[config.mk]
export PLATFORM = sky130hd
export DESIGN_NAME = irq_ctrl
export DESIGN_NICKNAME = d
export VERILOG_FILES = /design/src/verilog/irq_pkg.sv /design/src/verilog/sync_edge.sv /design/src/verilog/sticky_flags.sv /design/src/verilog/irq_ctrl.sv
export SDC_FILE = /design/constraint.sdc
export NUM_CORES = 1
export LEC_CHECK = 0
export ABC_AREA = 0
export CAP_MARGIN = 20
export CORE_UTILIZATION = 30
export CTS_CLUSTER_DIAMETER = 40
export DETAILED_ROUTE_END_ITERATION = 7
export DONT_BUFFER_PORTS = 1
export SYNTH_ARGS = -nofsm -noshare
export SYNTH_HDL_FRONTEND = slang
export SYNTH_SLANG_ARGS = --single-unit
[constraint.sdc]
create_clock -name ref_clk -period 1.1 [get_ports ref_clk]
set_clock_uncertainty 0.05 [all_clocks]
set_input_delay 0.11 -clock ref_clk [delete_from_list [all_inputs] [get_ports ref_clk]]
set_output_delay 0.11 -clock ref_clk [all_outputs]
set_load 0.05 [all_outputs]
[src/verilog/irq_pkg.sv]
// Purpose: constants for the interrupt enable and flag block
// Assumes: 9-bit register address, 8-bit data
// Notes: address bits 8:7 select a data bank
//
// Notes on behaviour
// (RULE1) control bit 7 passes unmasked interrupts to the core, or blocks all
// (RULE2) control bit 6 passes unmasked peripheral interrupts, or blocks them
// (RULE3) no peripheral enable raises a request without the group enable
// (RULE4) control bit 5 enables the timer0 overflow interrupt
// (RULE5) control bit 4 enables the external pin interrupt
// (RULE6) control bit 3 enables port change; each pin also needs its own enable
// (RULE7) timer0 rollover sets control bit 2 until software clears it
// (RULE8) external pin event sets control bit 1 until software clears it
// (RULE9) a change on port pins 5..0 sets control bit 0 until cleared
// (RULE10) flags set on their event whatever any enable says; the code sets the port change flag only for pins enabled in pinen_r
// (RULE11) software should clear flags before enabling their interrupts
// (RULE12) software should load timer0 before clearing its overflow flag
// (RULE13) peripheral enables: eeprom, adc, capcomp, cmp2, cmp1, osc, timer2, timer1
// (RULE14) eeprom write completion sets peripheral flag bit 7 until cleared
// (RULE15) conversion completion sets peripheral flag bit 6
// (RULE16) capture or compare sets bit 5; unused in pwm mode
// (RULE17) comparator 2 and 1 output changes set bits 4 and 3
// (RULE18) oscillator failure with switch to internal oscillator sets bit 2
// (RULE19) timer2 period match sets bit 1, timer1 overflow sets bit 0
// (RULE20) the control register is reached alike from all four banks
// (RULE21) edge select 1 takes rising, 0 falling external pin edges
// (RULE22) request when global enable and any enabled flag, peripherals gated

package irq_pkg;
  localparam int unsigned AW = 9;
  localparam int unsigned DW = 8;
  // ------------------------------------------------------------
  // register offsets
  // ------------------------------------------------------------
  localparam logic [6:0] CTRL_LOW = 7'h0b;
  localparam logic [8:0] PFLAG_OFS = 9'h00c;
  localparam logic [8:0] PEN_OFS = 9'h08c;
  localparam logic [8:0] PINEN_OFS = 9'h096;
  localparam logic [8:0] EDGE_OFS = 9'h081;
  // ------------------------------------------------------------
  // control, edge and peripheral flag field positions, port width
  // ------------------------------------------------------------
  localparam int unsigned GLOBAL_B = 7;
  localparam int unsigned PGE_B = 6;
  localparam int unsigned T0E_B = 5;
  localparam int unsigned EXE_B = 4;
  localparam int unsigned PCE_B = 3;
  localparam int unsigned T0F_B = 2;
  localparam int unsigned EXF_B = 1;
  localparam int unsigned PCF_B = 0;
  localparam int unsigned EDGE_B = 6;
  localparam int unsigned CAPCOMP_B = 5;
  localparam int unsigned PORT_W = 6;
  // ------------------------------------------------------------
  // reset values
  // ------------------------------------------------------------
  localparam logic [7:0] CTRL_RST = 8'h00;
  localparam logic [7:0] PEN_RST = 8'h00;
  localparam logic [7:0] PFLAG_RST = 8'h00;
  localparam logic [5:0] PINEN_RST = 6'h00;
  localparam logic EDGE_RST = 1'b1;
endpackage

[src/verilog/sync_edge.sv]
// Purpose: two-stage synchroniser with change detection
// Assumes: inputs are from outside the ref_clk domain
// Notes: stage one feeds stage two only
`timescale 1ns/1ns
module sync_edge #(
  parameter int unsigned W = 1
) (
  input wire logic ref_clk,
  input wire logic rst_n,
  input wire logic [W-1:0] din,
  output logic [W-1:0] level,
  output logic [W-1:0] rise,
  output logic [W-1:0] fall
);
  logic [W-1:0] meta_r;
  logic [W-1:0] sync_r;
  logic [W-1:0] prev_r;
  always_ff @(posedge ref_clk or negedge rst_n) begin
    if (!rst_n) begin
      meta_r <= '0;
      sync_r <= '0;
      prev_r <= '0;
    end else begin
      meta_r <= din;
      sync_r <= meta_r;
      prev_r <= sync_r;
    end
  end
  assign level = sync_r;
  assign rise = sync_r & ~prev_r;
  assign fall = ~sync_r & prev_r;
endmodule // sync_edge

[src/verilog/sticky_flags.sv]
// Purpose: flag bits set by hardware, written by software
// Assumes: set and write come from the ref_clk domain
// Notes: a set in the cycle of a clearing write wins
`timescale 1ns/1ns
module sticky_flags #(
  parameter int unsigned W = 8
) (
  input wire logic ref_clk,
  input wire logic rst_n,
  input wire logic [W-1:0] set,
  input wire logic wr,
  input wire logic [W-1:0] wdata,
  output logic [W-1:0] flags
);
  logic [W-1:0] flags_r;
  logic [W-1:0] flags_nxt;
  // set wins so an event in the clearing cycle is never lost
  assign flags_nxt = set | (wr ? wdata : flags_r); // RULE10
  always_ff @(posedge ref_clk or negedge rst_n) begin
    if (!rst_n) begin
      flags_r <= '0;
    end else begin
      flags_r <= flags_nxt;
    end
  end
  assign flags = flags_r;
endmodule // sticky_flags

[src/verilog/irq_ctrl.sv]
// Purpose: interrupt enables, flags and request to the core
// Assumes: event pulses are one ref_clk cycle wide, pins are async
// Notes: read data stand one cycle after the read strobe, else zero
//
// Implementation choice: the address-and-strobe port.
`timescale 1ns/1ns
module irq_ctrl (
  input wire logic ref_clk,
  input wire logic rst_n,
  input wire logic [8:0] addr,
  input wire logic [7:0] wr_data,
  input wire logic wr_en,
  input wire logic rd_en,
  output logic [7:0] rd_data,
  input wire logic ext_pin,
  input wire logic [5:0] low_port,
  input wire logic comparator2_out,
  input wire logic comparator1_out,
  input wire logic timer0_rollover,
  input wire logic eeprom_done,
  input wire logic conversion_done,
  input wire logic capcomp_event,
  input wire logic capcomp_pwm_mode,
  input wire logic osc_fail,
  input wire logic timer2_match,
  input wire logic timer1_overflow,
  output logic irq
);
  // ------------------------------------------------------------
  // address decode
  // ------------------------------------------------------------
  // bank bits 8:7 ignored so every bank reaches one control register
  logic hit_ctrl;
  logic hit_pflag;
  logic hit_pen;
  logic hit_pinen;
  logic hit_edge;
  logic wr_ctrl;
  logic wr_pflag;
  logic wr_pen;
  logic wr_pinen;
  logic wr_edge;
  assign hit_ctrl = (addr[6:0] == irq_pkg::CTRL_LOW); // RULE20
  assign hit_pflag = (addr == irq_pkg::PFLAG_OFS);
  assign hit_pen = (addr == irq_pkg::PEN_OFS);
  assign hit_pinen = (addr == irq_pkg::PINEN_OFS);
  assign hit_edge = (addr == irq_pkg::EDGE_OFS);
  assign wr_ctrl = wr_en & hit_ctrl;
  assign wr_pflag = wr_en & hit_pflag;
  assign wr_pen = wr_en & hit_pen;
  assign wr_pinen = wr_en & hit_pinen;
  assign wr_edge = wr_en & hit_edge;

  // ------------------------------------------------------------
  // enable registers
  // ------------------------------------------------------------
  logic [4:0] ctrl_en_r;
  logic [7:0] pen_r;
  logic [5:0] pinen_r;
  logic edge_sel_r;
  always_ff @(posedge ref_clk or negedge rst_n) begin
    if (!rst_n) begin
      ctrl_en_r <= irq_pkg::CTRL_RST[7:3];
      pen_r <= irq_pkg::PEN_RST;
      pinen_r <= irq_pkg::PINEN_RST;
      edge_sel_r <= irq_pkg::EDGE_RST;
    end else begin
      if (wr_ctrl) begin
        ctrl_en_r <= wr_data[7:3];
      end
      if (wr_pen) begin
        pen_r <= wr_data; // RULE13
      end
      if (wr_pinen) begin
        pinen_r <= wr_data[5:0];
      end
      if (wr_edge) begin
        edge_sel_r <= wr_data[irq_pkg::EDGE_B];
      end
    end
  end

  logic global_irq_enable;
  logic peripheral_group_enable;
  logic timer0_overflow_enable;
  logic ext_pin_irq_enable;
  logic port_change_enable;
  assign global_irq_enable = ctrl_en_r[irq_pkg::GLOBAL_B - 3];
  assign peripheral_group_enable = ctrl_en_r[irq_pkg::PGE_B - 3];
  assign timer0_overflow_enable = ctrl_en_r[irq_pkg::T0E_B - 3];
  assign ext_pin_irq_enable = ctrl_en_r[irq_pkg::EXE_B - 3];
  assign port_change_enable = ctrl_en_r[irq_pkg::PCE_B - 3];

  // ------------------------------------------------------------
  // pin synchronisers
  // ------------------------------------------------------------
  logic [8:0] pin_level;
  logic [8:0] pin_rise;
  logic [8:0] pin_fall;
  sync_edge #(
    .W(9)
  ) u_pins (
    .ref_clk(ref_clk),
    .rst_n(rst_n),
    .din({comparator2_out, comparator1_out, ext_pin, low_port}),
    .level(pin_level),
    .rise(pin_rise),
    .fall(pin_fall)
  );

  // ------------------------------------------------------------
  // event detection
  // ------------------------------------------------------------
  logic ext_event;
  logic port_event;
  logic cmp2_event;
  logic cmp1_event;
  logic capcomp_set;
  logic [5:0] port_change;
  assign ext_event = edge_sel_r ? pin_rise[6] : pin_fall[6]; // RULE21
  // only pins with their own change enable may flag a change
  assign port_change = (pin_rise[5:0] | pin_fall[5:0]) & pinen_r; // RULE6
  assign port_event = |port_change; // RULE9
  assign cmp2_event = pin_rise[8] | pin_fall[8]; // RULE17
  assign cmp1_event = pin_rise[7] | pin_fall[7]; // RULE17
  // in pwm mode the capture/compare unit has no flag event
  assign capcomp_set = capcomp_event & ~capcomp_pwm_mode; // RULE16

  // ------------------------------------------------------------
  // flags
  // ------------------------------------------------------------
  logic [2:0] core_set;
  logic [2:0] core_flags;
  logic [7:0] per_set;
  logic [7:0] per_flags;
  assign core_set = {timer0_rollover, ext_event, port_event}; // RULE7 RULE8
  assign per_set = {eeprom_done, conversion_done, capcomp_set, cmp2_event,
                    cmp1_event, osc_fail, timer2_match, timer1_overflow}; // RULE14 RULE15 RULE18 RULE19

  sticky_flags #(
    .W(3)
  ) u_core_flags (
    .ref_clk(ref_clk),
    .rst_n(rst_n),
    .set(core_set),
    .wr(wr_ctrl),
    .wdata(wr_data[2:0]),
    .flags(core_flags)
  );

  sticky_flags #(
    .W(8)
  ) u_per_flags (
    .ref_clk(ref_clk),
    .rst_n(rst_n),
    .set(per_set),
    .wr(wr_pflag),
    .wdata(wr_data),
    .flags(per_flags)
  );

  logic timer0_overflow_flag;
  logic ext_pin_irq_flag;
  logic port_change_flag;
  assign timer0_overflow_flag = core_flags[irq_pkg::T0F_B];
  assign ext_pin_irq_flag = core_flags[irq_pkg::EXF_B];
  assign port_change_flag = core_flags[irq_pkg::PCF_B];

  // ------------------------------------------------------------
  // request to the core
  // ------------------------------------------------------------
  logic core_pend;
  logic per_pend;
  logic irq_nxt;
  logic irq_r;
  assign core_pend = (timer0_overflow_enable & timer0_overflow_flag) // RULE4
                   | (ext_pin_irq_enable & ext_pin_irq_flag) // RULE5
                   | (port_change_enable & port_change_flag); // RULE6
  assign per_pend = peripheral_group_enable & (|(pen_r & per_flags)); // RULE2 RULE3
  assign irq_nxt = global_irq_enable & (core_pend | per_pend); // RULE1 RULE22
  always_ff @(posedge ref_clk or negedge rst_n) begin
    if (!rst_n) begin
      irq_r <= 1'b0;
    end else begin
      irq_r <= irq_nxt;
    end
  end
  assign irq = irq_r;

  // ------------------------------------------------------------
  // read path
  // ------------------------------------------------------------
  // unmapped addresses read zero, and idle cycles read zero too
  logic [7:0] rd_sel;
  logic [7:0] rd_data_r;
  logic [7:0] rd_data_nxt;
  assign rd_sel = hit_ctrl ? {ctrl_en_r, core_flags} :
                  hit_pflag ? per_flags :
                  hit_pen ? pen_r :
                  hit_pinen ? {2'h0, pinen_r} :
                  hit_edge ? {1'b0, edge_sel_r, 6'h00} : 8'h00;
  assign rd_data_nxt = rd_en ? rd_sel : 8'h00;
  always_ff @(posedge ref_clk or negedge rst_n) begin
    if (!rst_n) begin
      rd_data_r <= 8'h00;
    end else begin
      rd_data_r <= rd_data_nxt;
    end
  end
  assign rd_data = rd_data_r;
endmodule // irq_ctrl

Word level (Yosys, flattened, before mapping)
Index checks and enable logic that the tools add are counted.
Widths: inputs -> output; s select.
- register bits after elaboration: 67
- latch bits: 0
- bits in writable memories: 0
- memory bits (read-only): 0
- word-level logic and storage cells: 53
- memories kept: 0
- $add $sub $neg: 0
- multiply operators: 0
- div/mod/pow operators: 0
- $lt $le $gt $ge: 0
- equality and inequality tests: 5
- shift operators: 0
- mux-type cells: 9
- bitwise logic cells: 26
- reductions and logical operators: 2
- operator list (cell ; count):
    $mux 8 ; 5
    $eq 9x8->1 const B ; 3
    $and 9x9->9 ; 2
    $not 9->9 ; 2
    $mux 7 ; 2
    $and 1x1->1 ; 11
    $eq 9x4->1 const B ; 1
    $and 8x8->8 ; 1
    $or 8x8->8 ; 1
    $reduce_or 8->1 ; 1
    $eq 7x4->1 const B ; 1
    $and 6x6->6 ; 1
    $or 6x6->6 ; 1
    $reduce_or 6->1 ; 1
    $or 1x1->1 ; 5
    $mux 3 ; 1
    $or 3x3->3 ; 1
    $mux 1 ; 1
    $not 1->1 ; 1

Longest topological paths before layout
Gate-level depths: netlist of the first run.
- word-level depth: 7
- depth in mapped cells: 6
- depth with buffers taken out: 4

Cells and area by module
Synthesis of the first run repeated with hierarchy kept, for this count alone.
- cells, all modules: 199
- area total of the unflattened synthesis: 2836.5 sq um
- modules (own cells, without submodules) (module ; times used ; cells an instance ; area each (sq um)):
    irq_ctrl ; 1 ; 120 ; 1544.0
    sync_edge ; 1 ; 45 ; 833.3
    sticky_flags (u_per_flags) ; 1 ; 25 ; 339.1
    sticky_flags (u_core_flags) ; 1 ; 9 ; 120.1

Worst setup path after synthesis of the first run
No wires, ideal clock.
- path kind: input-to-reg
- from: input addr[0]
- to: register pinen_r[0]
- library setup time: 0.125 ns
- data arrival time: 1.201 ns
- required time: 0.925 ns
- setup slack: -0.276 ns
- cell stages on the path: 4
- buffers on the path: 0
- cell sequence: nor4b_1 -> nand3b_1 -> nor2_4 -> mux2_2
- cells in the longest elaborated chain, start to end: 2
- RTL lines (item ; line ; text):
    start, declared ; irq_ctrl.sv:10 ; input wire logic [8:0] addr,
    $eq 9x8->1 ; irq_ctrl.sv:46 ; assign hit_pinen = (addr == irq_pkg::PINEN_OFS);
    $and 1x1->1 ; irq_ctrl.sv:51 ; assign wr_pinen = wr_en & hit_pinen;
    end signal, assigned ; irq_ctrl.sv:65 ; pinen_r <= irq_pkg::PINEN_RST;
    end signal, assigned ; irq_ctrl.sv:75 ; pinen_r <= wr_data[5:0];
    end, declared ; irq_ctrl.sv:59 ; logic [5:0] pinen_r;
Every way passes these cells.
A chain may end at the register's enable or synchronous reset.

Worst setup path in the final report of the first run
- from: register u_per_flags.flags_r[2], in the netlist u_per_flags.flags[2]
- to: register rd_data_r[2], in the netlist rd_data[2]
- cells in the longest elaborated chain, start to end: 3
- RTL lines (item ; line ; text):
    start, declared ; sticky_flags.sv:15 ; logic [W-1:0] flags_r;
    start signal, assigned ; sticky_flags.sv:23 ; flags_r <= flags_nxt;
    $mux 8 ; irq_ctrl.sv:198 ; hit_pflag ? per_flags :
    $mux 8 ; irq_ctrl.sv:197 ; assign rd_sel = hit_ctrl ? {ctrl_en_r, core_flags} :
    $mux 8 ; irq_ctrl.sv:202 ; assign rd_data_nxt = rd_en ? rd_sel : 8'h00;
    named net rd_data_nxt[2] ; irq_ctrl.sv:196 ; logic [7:0] rd_data_nxt;
    end signal, assigned ; irq_ctrl.sv:207 ; rd_data_r <= rd_data_nxt;
    end, declared ; irq_ctrl.sv:195 ; logic [7:0] rd_data_r;
The timed path passes the listed nets, and every way through them passes these cells.

==> results of run 1 <==
-- cells by family after synthesis --
family	after synthesis	share of synthesized area (%)
AOI/OAI and AO/OA	36	10.6
xor gates and xnor gates	8	2.62
buffers and inverters	6	1.08
DFF	67	62.8
muxes	24	9.97
and+or+nand+nor	54	13.0
-- synthesized netlist by cell type (all sizes together) (2+ instances only) --
master / n / area share, %
a221o: 6 / 2.2
xor2: 8 / 2.6
nor3: 9 / 2.3
nor3b: 2 / 0.98
a21oi: 7 / 1.3
a211o: 2 / 0.66
nand4: 4 / 0.94
nor2: 19 / 2.9
o21ai: 2 / 0.51
and3: 2 / 0.56
buf: 3 / 0.66
mux2i: 3 / 1.1
nand2: 4 / 0.56
dfrtp: 66 / 62
a32oi: 7 / 2.3
and3b: 2 / 0.66
nor4b: 2 / 1.2
a22oi: 8 / 2.2
mux2: 21 / 8.8
nand3: 5 / 1.5
nor2b: 2 / 0.47
inv: 3 / 0.42
-- through the flow --
step | cells | cell area, sq um
2_1_floorplan | 195 | 2740
3_3_place_gp | 324 | 3030
3_5_place_dp | 324 | 3030
4_1_cts | 366 | 3510
5_1_grt | 369 | 3550
6_report | 369 | 3550
-- area by class of cell --
class / count / area, sq um
fill: 838 / 5130
sequential: 67 / 1690
multi-input combinational: 122 / 1040
timing repair buffer: 53 / 487
tap: 108 / 135
clock buffer: 10 / 128
clock inverter: 6 / 63.8
inverter: 3 / 11.3
-- flip-flops by register name, indices dropped and copies added (netlist names) --
name                cells
u_pins.level            9
pinen_r                 6
rd_data                 8
u_pins.meta_r           9
u_pins.prev_r           9
u_core_flags.flags      3
ctrl_en_r               5
irq                     1
u_per_flags.flags       8
pen_r                   8
edge_sel_r              1
-- what timing repair did --
| action | CTS | global route |
|---|---|---|
| pin swaps | 2 | 6 |
| gates resized for setup | 10 | 5 |
| endpoints found under the setup margin | 8 | 12 |
| setup buffers | 0 | 3 |
| endpoints found under the hold margin | 108 | 67 |
-- cell usage in the layout (no fill, tap or decap), types with 4 or more instances in the layout --
master / n
dfrtp_1: 60
dlygate4sd3_1: 26
buf_4: 23
mux2_2: 21
nor2_1: 18
clkbuf_8: 9
xor2_1: 8
a32oi_1: 7
nor3_2: 6
a221o_1: 6
a21oi_1: 6
dfrtp_2: 6
a22oi_1: 5
nand2_1: 4
nand4_1: 4
-- critical path, stage by stage (launching register included) --
cell     delay [ns]
dfrtp_1        0.42
a32oi_1        0.22
nor2_1         0.06
a221o_1        0.26
-- power by group --
| part | switching, W | internal, W |
|---|---|---|
| Combinational | 0.000109 | 0.000167 |
| Clock | 0.000934 | 0.00105 |
| Sequential | 0.0000575 | 0.00255 |
-- per-layer routing --
layer,vias up,track usage [%],share of wire (%)
li1,849,-,-
met1,872,18.1,47
met2,44,21.9,47
met3,4,5.01,5.5
met4,0,4.66,0.88
met5,-,0,0
-- worst max path at each step --
stage                                     start          to  slack (ns)  cells past startpoint
after floorplan                         addr[0]  pinen_r[0]       -0.22                      4
after global placement                  addr[0]  pinen_r[4]       -0.27                      5
after detailed placement                addr[0]  pinen_r[0]       -0.30                      5
after CTS                          ctrl_en_r[2]         irq      -0.004                      2
after global routing      u_core_flags.flags[2]         irq       -0.09                      2
final                      u_per_flags.flags[2]  rd_data[2]       -0.01                      3
==> impl_metrics.json, run 1 <==
{
  "total_power_w": 0.00486,
  "cts.sinks": 67,
  "cts_buffers": 9,
  "drc": 0,
  "power_density_nw_per_um2": 1370,
  "place_ws_ns": -0.297,
  "reg2regPathDepth": 3,
  "drive_gt1_share_pct": 35.6,
  "relSlewSlack_pct": 77.1,
  "r2r-start": "u_per_flags.flags[2]",
  "synth-warning-count": 0,
  "required_ns": 1.27,
  "grt-ovfl-total": 0,
  "dieArea_sq_um": 9290,
  "grt_use_total_pct": 14.0,
  "r2r_setup_slack_ns": -0.01,
  "syn-num-nets": 233,
  "cts_root_buffer": "clkbuf_8",
  "worstSetupStartpointType": "flop",
  "port_buffers": 0,
  "synth_edf_count": 0,
  "tightest_slew_ns": 0.343,
  "netlist_area_sq_um": 2670,
  "setup_violations": 2,
  "num_vias": 1769,
  "rows": 34,
  "dpl.hpwl_um": 4170,
  "clk_latency_ns": 0.33,
  "fin_crit_sh_pct": 101,
  "worst_slack_ns": -0.0128,
  "seq_area_frac_synth_pct": 62.8,
  "clk_path_buf_depth": 2,
  "synthCells": 195,
  "avgSynthCellArea_sq_um": 13.7,
  "grt_pass1_wl_um": 9360,
  "diodes": 0,
  "first_global_vias": 1863,
  "rsz0062_at_grt": "yes",
  "vias_per_cell": 4.79,
  "syn2layout_area_growth_pct": 32.8,
  "fin_util_pct": 40.9,
  "holdWs_ns": -0.594,
  "synth_cell_type_count": 38,
  "fp.dieW_um": 96.4,
  "ys_ff_latch": 67,
  "crit_arrival_ns": 1.29,
  "place_congestion": 0.778,
  "crit_fanout": 3,
  "antenna_left": 0,
  "fmax_mhz": 899,
  "synthFlopType": "dfrtp_1",
  "cap_violations": 0,
  "cts_tree": "yes",
  "async_flop_share_pct": 100,
  "fin_nets": 294,
  "initial_core_util_pct": 30.8,
  "wl_per_cell_um": 15.9,
  "antenna_found_initial": 0,
  "grt_start_max_net_pins": 68,
  "cts.htree.levels": 3,
  "initialDrtViolationCount": 61,
  "coreArea_sq_um": 8680,
  "setup-tns-final_ns": -0.0244,
  "irDropWorstVdd_uv": 865,
  "first_pass_iters": 4,
  "min_path_type": "input pin to async pin",
  "slew_violations": 0,
  "r2r_end": "rd_data[2]",
  "crit_type": "flop to flop",
  "path_clk_slew_ns": 0.08,
  "cp-end-kind": "flop",
  "final.min_clock_period_ns": 1.11,
  "hold_viol_final": 67,
  "violations": "hold timing, setup timing",
  "ioPinCount": 47,
  "p_leak_nw": 1.50,
  "fp.dieH_um": 96.4,
  "wirelength_um": 5880,
  "holdBufCountCts": 26,
  "status": "finished, violations left"
}
(Power assumes the default switching activity.)
==> run 2: changes to the inputs <==
==> constraint.sdc (replaced) <==
create_clock -name ref_clk -period 1 [get_ports ref_clk]
set_clock_uncertainty 0.05 [all_clocks]
set_input_delay 0.1 -clock ref_clk [delete_from_list [all_inputs] [get_ports ref_clk]]
set_output_delay 0.1 -clock ref_clk [all_outputs]
set_load 0.05 [all_outputs]
==> run 2 against run 1 <==
- the run still ends with hold timing, setup timing left
- hold slack got worse by 0.0018 ns
- wire length rose by 0.82%
- register-to-register slack got worse by 0.08 ns
- first-iteration DRC count rose by 20%
- utilization rose by 1.6 points
- sequential cell count did not move
- sequential power rose by 9.6%
- maximum frequency rose by 1.4%
- via count rose by 3.7%
- largest cell class unchanged
==> impl_metrics.json, run 2 (synthesized netlist as in run 1, its figures left out) <==
{
  "status": "finished, violations left",
  "violations": "hold timing, setup timing",
  "holdWs_ns": -0.596,
  "mostFrequentLayoutCells": "dfrtp_1 (66), dlygate4sd3_1 (26), buf_4 (24)",
  "worst_slack_ns": -0.0976,
  "coreArea_sq_um": 8680,
  "cp-end-kind": "flop",
  "place_ws_ns": -0.398,
  "cpMaxStageDelayCell": "dfrtp_1",
  "cap_violations": 0,
  "cts.sinks": 67,
  "path_clk_slew_ns": 0.07,
  "slew_violations": 0,
  "fp.dieH_um": 96.4,
  "first_pass_iters": 4,
  "syn2layout_area_growth_pct": 38.0,
  "layout_commonest_cell": "dfrtp_1",
  "final.min_clock_period_ns": 1.10,
  "num_vias": 1834,
  "setup_violations": 19,
  "p_leak_nw": 1.58,
  "path_buf_inv": 0,
  "max_stage_delay_ns": 0.42,
  "rsz0062_at_grt": "yes",
  "cts_buffers": 9,
  "power_density_nw_per_um2": 1450,
  "drive_gt1_share_pct": 36.9,
  "grt_pass1_wl_um": 9280,
  "cts_tree": "yes",
  "crit_arrival_ns": 1.25,
  "first_global_vias": 1879,
  "relSlewSlack_pct": 76.7,
  "tightest_slew_ns": 0.349,
  "fmax_mhz": 911,
  "clk_latency_ns": 0.33,
  "dieArea_sq_um": 9290,
  "clk_path_buf_depth": 2,
  "cts.htree.levels": 3,
  "initialDrtViolationCount": 73,
  "port_buffers": 0,
  "critPathTopFamily": "compound AO/OA/AOI/OAI gates",
  "antenna_left": 0,
  "vias_per_cell": 4.84,
  "r2r_setup_slack_ns": -0.1,
  "wl_per_cell_um": 15.6,
  "rows": 34,
  "diodes": 0,
  "required_ns": 1.16,
  "antenna_found_initial": 0,
  "ioPinCount": 47,
  "holdBufCountCts": 26,
  "worstSetupStartpointType": "flop",
  "grt-ovfl-total": 0,
  "grt_start_max_net_pins": 68,
  "fin_nets": 304,
  "fin_crit_sh_pct": 110,
  "placed_area_sq_um": 3070,
  "hold_viol_final": 67,
  "r2r-start": "u_core_flags.flags[2]",
  "drc": 0,
  "cts_root_buffer": "clkbuf_8",
  "r2r_end": "irq",
  "initial_core_util_pct": 30.8,
  "final_cell_area_sq_um": 3690,
  "irDropWorstVdd_uv": 1020,
  "crit_chain": "a222oi_1, a21boi_1",
  "fp.dieW_um": 96.4,
  "dpl.hpwl_um": 4130,
  "reg2regPathDepth": 2,
  "grt_use_total_pct": 13.9,
  "min_path_type": "input pin to async pin",
  "crit_fanout": 3,
  "crit_type": "flop to flop",
  "wirelength_um": 5930,
  "place_congestion": 0.795
}
## run 2: metrics by stage
step	total power [W]	TNS [ns]	util [%]	cells	hold WS [ns]
finish	0.00534	-0.774	42.5	379	-0.596
global route	0.00559	-1.72	42.5	379	-0.629
floorplan	0.00304	-6.61	-	195	-0.246
CTS	0.00543	-1.02	42.0	376	-0.617
global placement	0.00311	-9.50	35.4	331	-0.244
detailed placement	0.00311	-9.95	35.4	331	-0.244
## run 2: cell type report
cell class	instances	area (sq um)
sequential	67	1680
timing repair buffer	63	596
clock inverter	5	52.6
inverter	3	11.3
tap	108	135
fill	839	4990
multi-input combinational	122	1070
clock buffer	11	141
## run 2: repair_timing
item / in CTS / in global routing
setup buffers: 3 / 3
pin swaps: 13 / 12
gates resized for setup: 22 / 6
hold endpoints to repair: 108 / 67
endpoints found under the setup margin: 25 / 26
## run 2: worst max-delay path by stage
| stage | slack, ns | end | depth (start not counted) | start |
|---|---|---|---|---|
| after global placement | -0.36 | pinen_r[3] | 5 | addr[0] |
| after floorplan | -0.31 | pinen_r[0] | 4 | addr[0] |
| after global routing | -0.20 | irq | 2 | u_core_flags.flags[2] |
| after detailed placement | -0.40 | pinen_r[0] | 5 | addr[0] |
| final | -0.1 | irq | 2 | u_core_flags.flags[2] |
| after CTS | -0.11 | irq | 2 | ctrl_en_r[2] |
## run 2: per-layer routing
layer | vias to the layer above | track usage, % | part of all wire, %
met2 | 44 | 22.3 | 49
met3 | 8 | 5.01 | 5.1
met1 | 914 | 17.6 | 45
li1 | 868 | - | -
met5 | - | 0 | 0
met4 | 0 | 4.29 | 0.78
## run 2: report_power, final
part           internal [W]  leakage [nW]  total, W  switching [W]
combinational      0.000196         0.675  0.000322       0.000126
sequential          0.00280         0.809   0.00286      0.0000566
clock               0.00121        0.0991   0.00216       0.000953
==> run 3: changes to the inputs <==
--- a/config.mk
+++ b/config.mk
@@ -11,6 +11,7 @@
 export CTS_CLUSTER_DIAMETER = 40
 export DETAILED_ROUTE_END_ITERATION = 7
 export DONT_BUFFER_PORTS = 1
+export RECOVER_POWER = 100
 export SYNTH_ARGS = -nofsm -noshare
 export SYNTH_HDL_FRONTEND = slang
 export SYNTH_SLANG_ARGS = --single-unit
==> run 3 against run 2 <==
- total power hardly changed
- maximum frequency decreased by 1.0%
- combinational power barely moved
- wire length is 0.10% higher
- clock-buffer cell count is the same
- the flow still finishes with violations (hold timing, setup timing)
- largest cell class unchanged
- via count grew 0.93%
- critical path depth did not move
- non-clock buffer count unchanged
- sequential share of layout area increased by 0.25 points
- first-iteration DRC count grew 5.5%
==> impl_metrics.json, run 3 (synthesized netlist as in run 1, its figures left out) <==
{
  "grt-ovfl-total": 0,
  "final_cell_area_sq_um": 3670,
  "dieArea_sq_um": 9290,
  "max_stage_delay_ns": 0.42,
  "coreArea_sq_um": 8680,
  "cts.htree.levels": 3,
  "clk_latency_ns": 0.33,
  "r2r_end": "irq",
  "cap_violations": 0,
  "irDropWorstVdd_uv": 1020,
  "crit_arrival_ns": 1.27,
  "r2r_setup_slack_ns": -0.11,
  "final.min_clock_period_ns": 1.11,
  "wirelength_um": 5930,
  "wl_per_cell_um": 15.7,
  "rows": 34,
  "fmax_mhz": 902,
  "path_buf_inv": 0,
  "reg2regPathDepth": 2,
  "slew_violations": 0,
  "holdWs_ns": -0.597,
  "rsz0062_at_grt": "yes",
  "critPathTopFamily": "compound AO/OA/AOI/OAI gates",
  "min_path_type": "input pin to async pin",
  "fp.dieW_um": 96.4,
  "num_vias": 1851,
  "initial_core_util_pct": 30.8,
  "fin_crit_sh_pct": 111,
  "layoutNonFillerInstCount": 379,
  "cpMaxStageDelayCell": "dfrtp_1",
  "setup_violations": 28,
  "antenna_left": 0,
  "fin_nets": 304,
  "grt_use_total_pct": 13.9,
  "dpl.hpwl_um": 4130,
  "port_buffers": 0,
  "vias_per_cell": 4.88,
  "worst_slack_ns": -0.109,
  "placed_area_sq_um": 3070,
  "tightest_slew_ns": 0.357,
  "power_density_nw_per_um2": 1460,
  "grt_start_max_net_pins": 68,
  "drive_gt1_share_pct": 35.8,
  "diodes": 0,
  "antenna_found_initial": 0,
  "first_pass_iters": 4,
  "cp-end-kind": "flop",
  "relSlewSlack_pct": 76.2,
  "initialDrtViolationCount": 77,
  "clk_path_buf_depth": 2,
  "grt_pass1_wl_um": 9280,
  "drc": 0,
  "worstSetupStartpointType": "flop",
  "placed_cells": 331,
  "hold_viol_final": 67,
  "status": "finished, violations left",
  "mostFrequentLayoutCells": "dfrtp_1 (66), dlygate4sd3_1 (26), buf_4 (21)",
  "syn2layout_area_growth_pct": 37.2,
  "crit_type": "flop to flop",
  "first_global_vias": 1879,
  "fin_util_pct": 42.3,
  "crit_chain": "a222oi_1, a21boi_1",
  "ioPinCount": 47,
  "cts_tree": "yes",
  "p_leak_nw": 1.58,
  "required_ns": 1.16,
  "crit_fanout": 3,
  "r2r-start": "u_core_flags.flags[2]",
  "path_clk_slew_ns": 0.07,
  "violations": "hold timing, setup timing",
  "fp.dieH_um": 96.4,
  "holdBufCountCts": 26,
  "cts.sinks": 67,
  "setup-tns-final_ns": -0.979,
  "place_congestion": 0.795,
  "cts_root_buffer": "clkbuf_8",
  "layout_commonest_cell": "dfrtp_1",
  "cts_buffers": 9
}
-- run 3: power breakdown --
| group | switching (W) | internal, W |
|---|---|---|
| Combinational | 0.000125 | 0.000195 |
| Sequential | 0.0000567 | 0.00280 |
| Clock | 0.000956 | 0.00121 |
-- run 3: worst max-delay path by stage --
| stage | cells after the start | slack (ns) | start | endpoint |
|---|---|---|---|---|
| after floorplan | 4 | -0.31 | addr[0] | pinen_r[0] |
| after global placement | 5 | -0.36 | addr[0] | pinen_r[3] |
| after detailed placement | 5 | -0.40 | addr[0] | pinen_r[0] |
| after CTS | 2 | -0.11 | ctrl_en_r[2] | irq |
| after global routing | 2 | -0.20 | u_core_flags.flags[2] | irq |
| final | 2 | -0.11 | u_core_flags.flags[2] | irq |
-- run 3: area by class of cell --
cell class,count,area (sq um)
multi-input cells,122,1060
repair buffers,63,586
flip-flops and latches,67,1680
clock inverters,5,52.6
fillers,845,5010
well taps,108,135
inverters,3,11.3
clock buffers,11,141
-- run 3: repair_timing --
item / in CTS / in global routing
setup endpoints to repair: 25 / 26
hold endpoints to repair: 108 / 67
gates resized for setup: 22 / 6
pin swaps: 13 / 12
setup buffers: 3 / 3
-- run 3: through the flow --
step                total power [W]  hold slack, ns  setup WS (ns)
finish                      0.00534          -0.597         -0.109
global route                0.00559          -0.629         -0.204
CTS                         0.00543          -0.617         -0.109
detailed placement          0.00311          -0.244         -0.398
global placement            0.00311          -0.244         -0.361
floorplan                   0.00304          -0.246         -0.311
-- run 3: per-layer routing --
metal	GRT usage, %	vias to the layer above	share of wire (%)
li1	-	871	-
met2	22.3	51	49
met3	5.01	7	6.2
met4	4.29	0	0.76
met1	17.6	922	44
met5	0	-	0
-- run 3: worst reg2reg max path: cells and delay by family, from the launching register on --
kind	cells	cell delay, ns
AO/OA/AOI/OAI	2	0.51
flip-flops	1	0.42
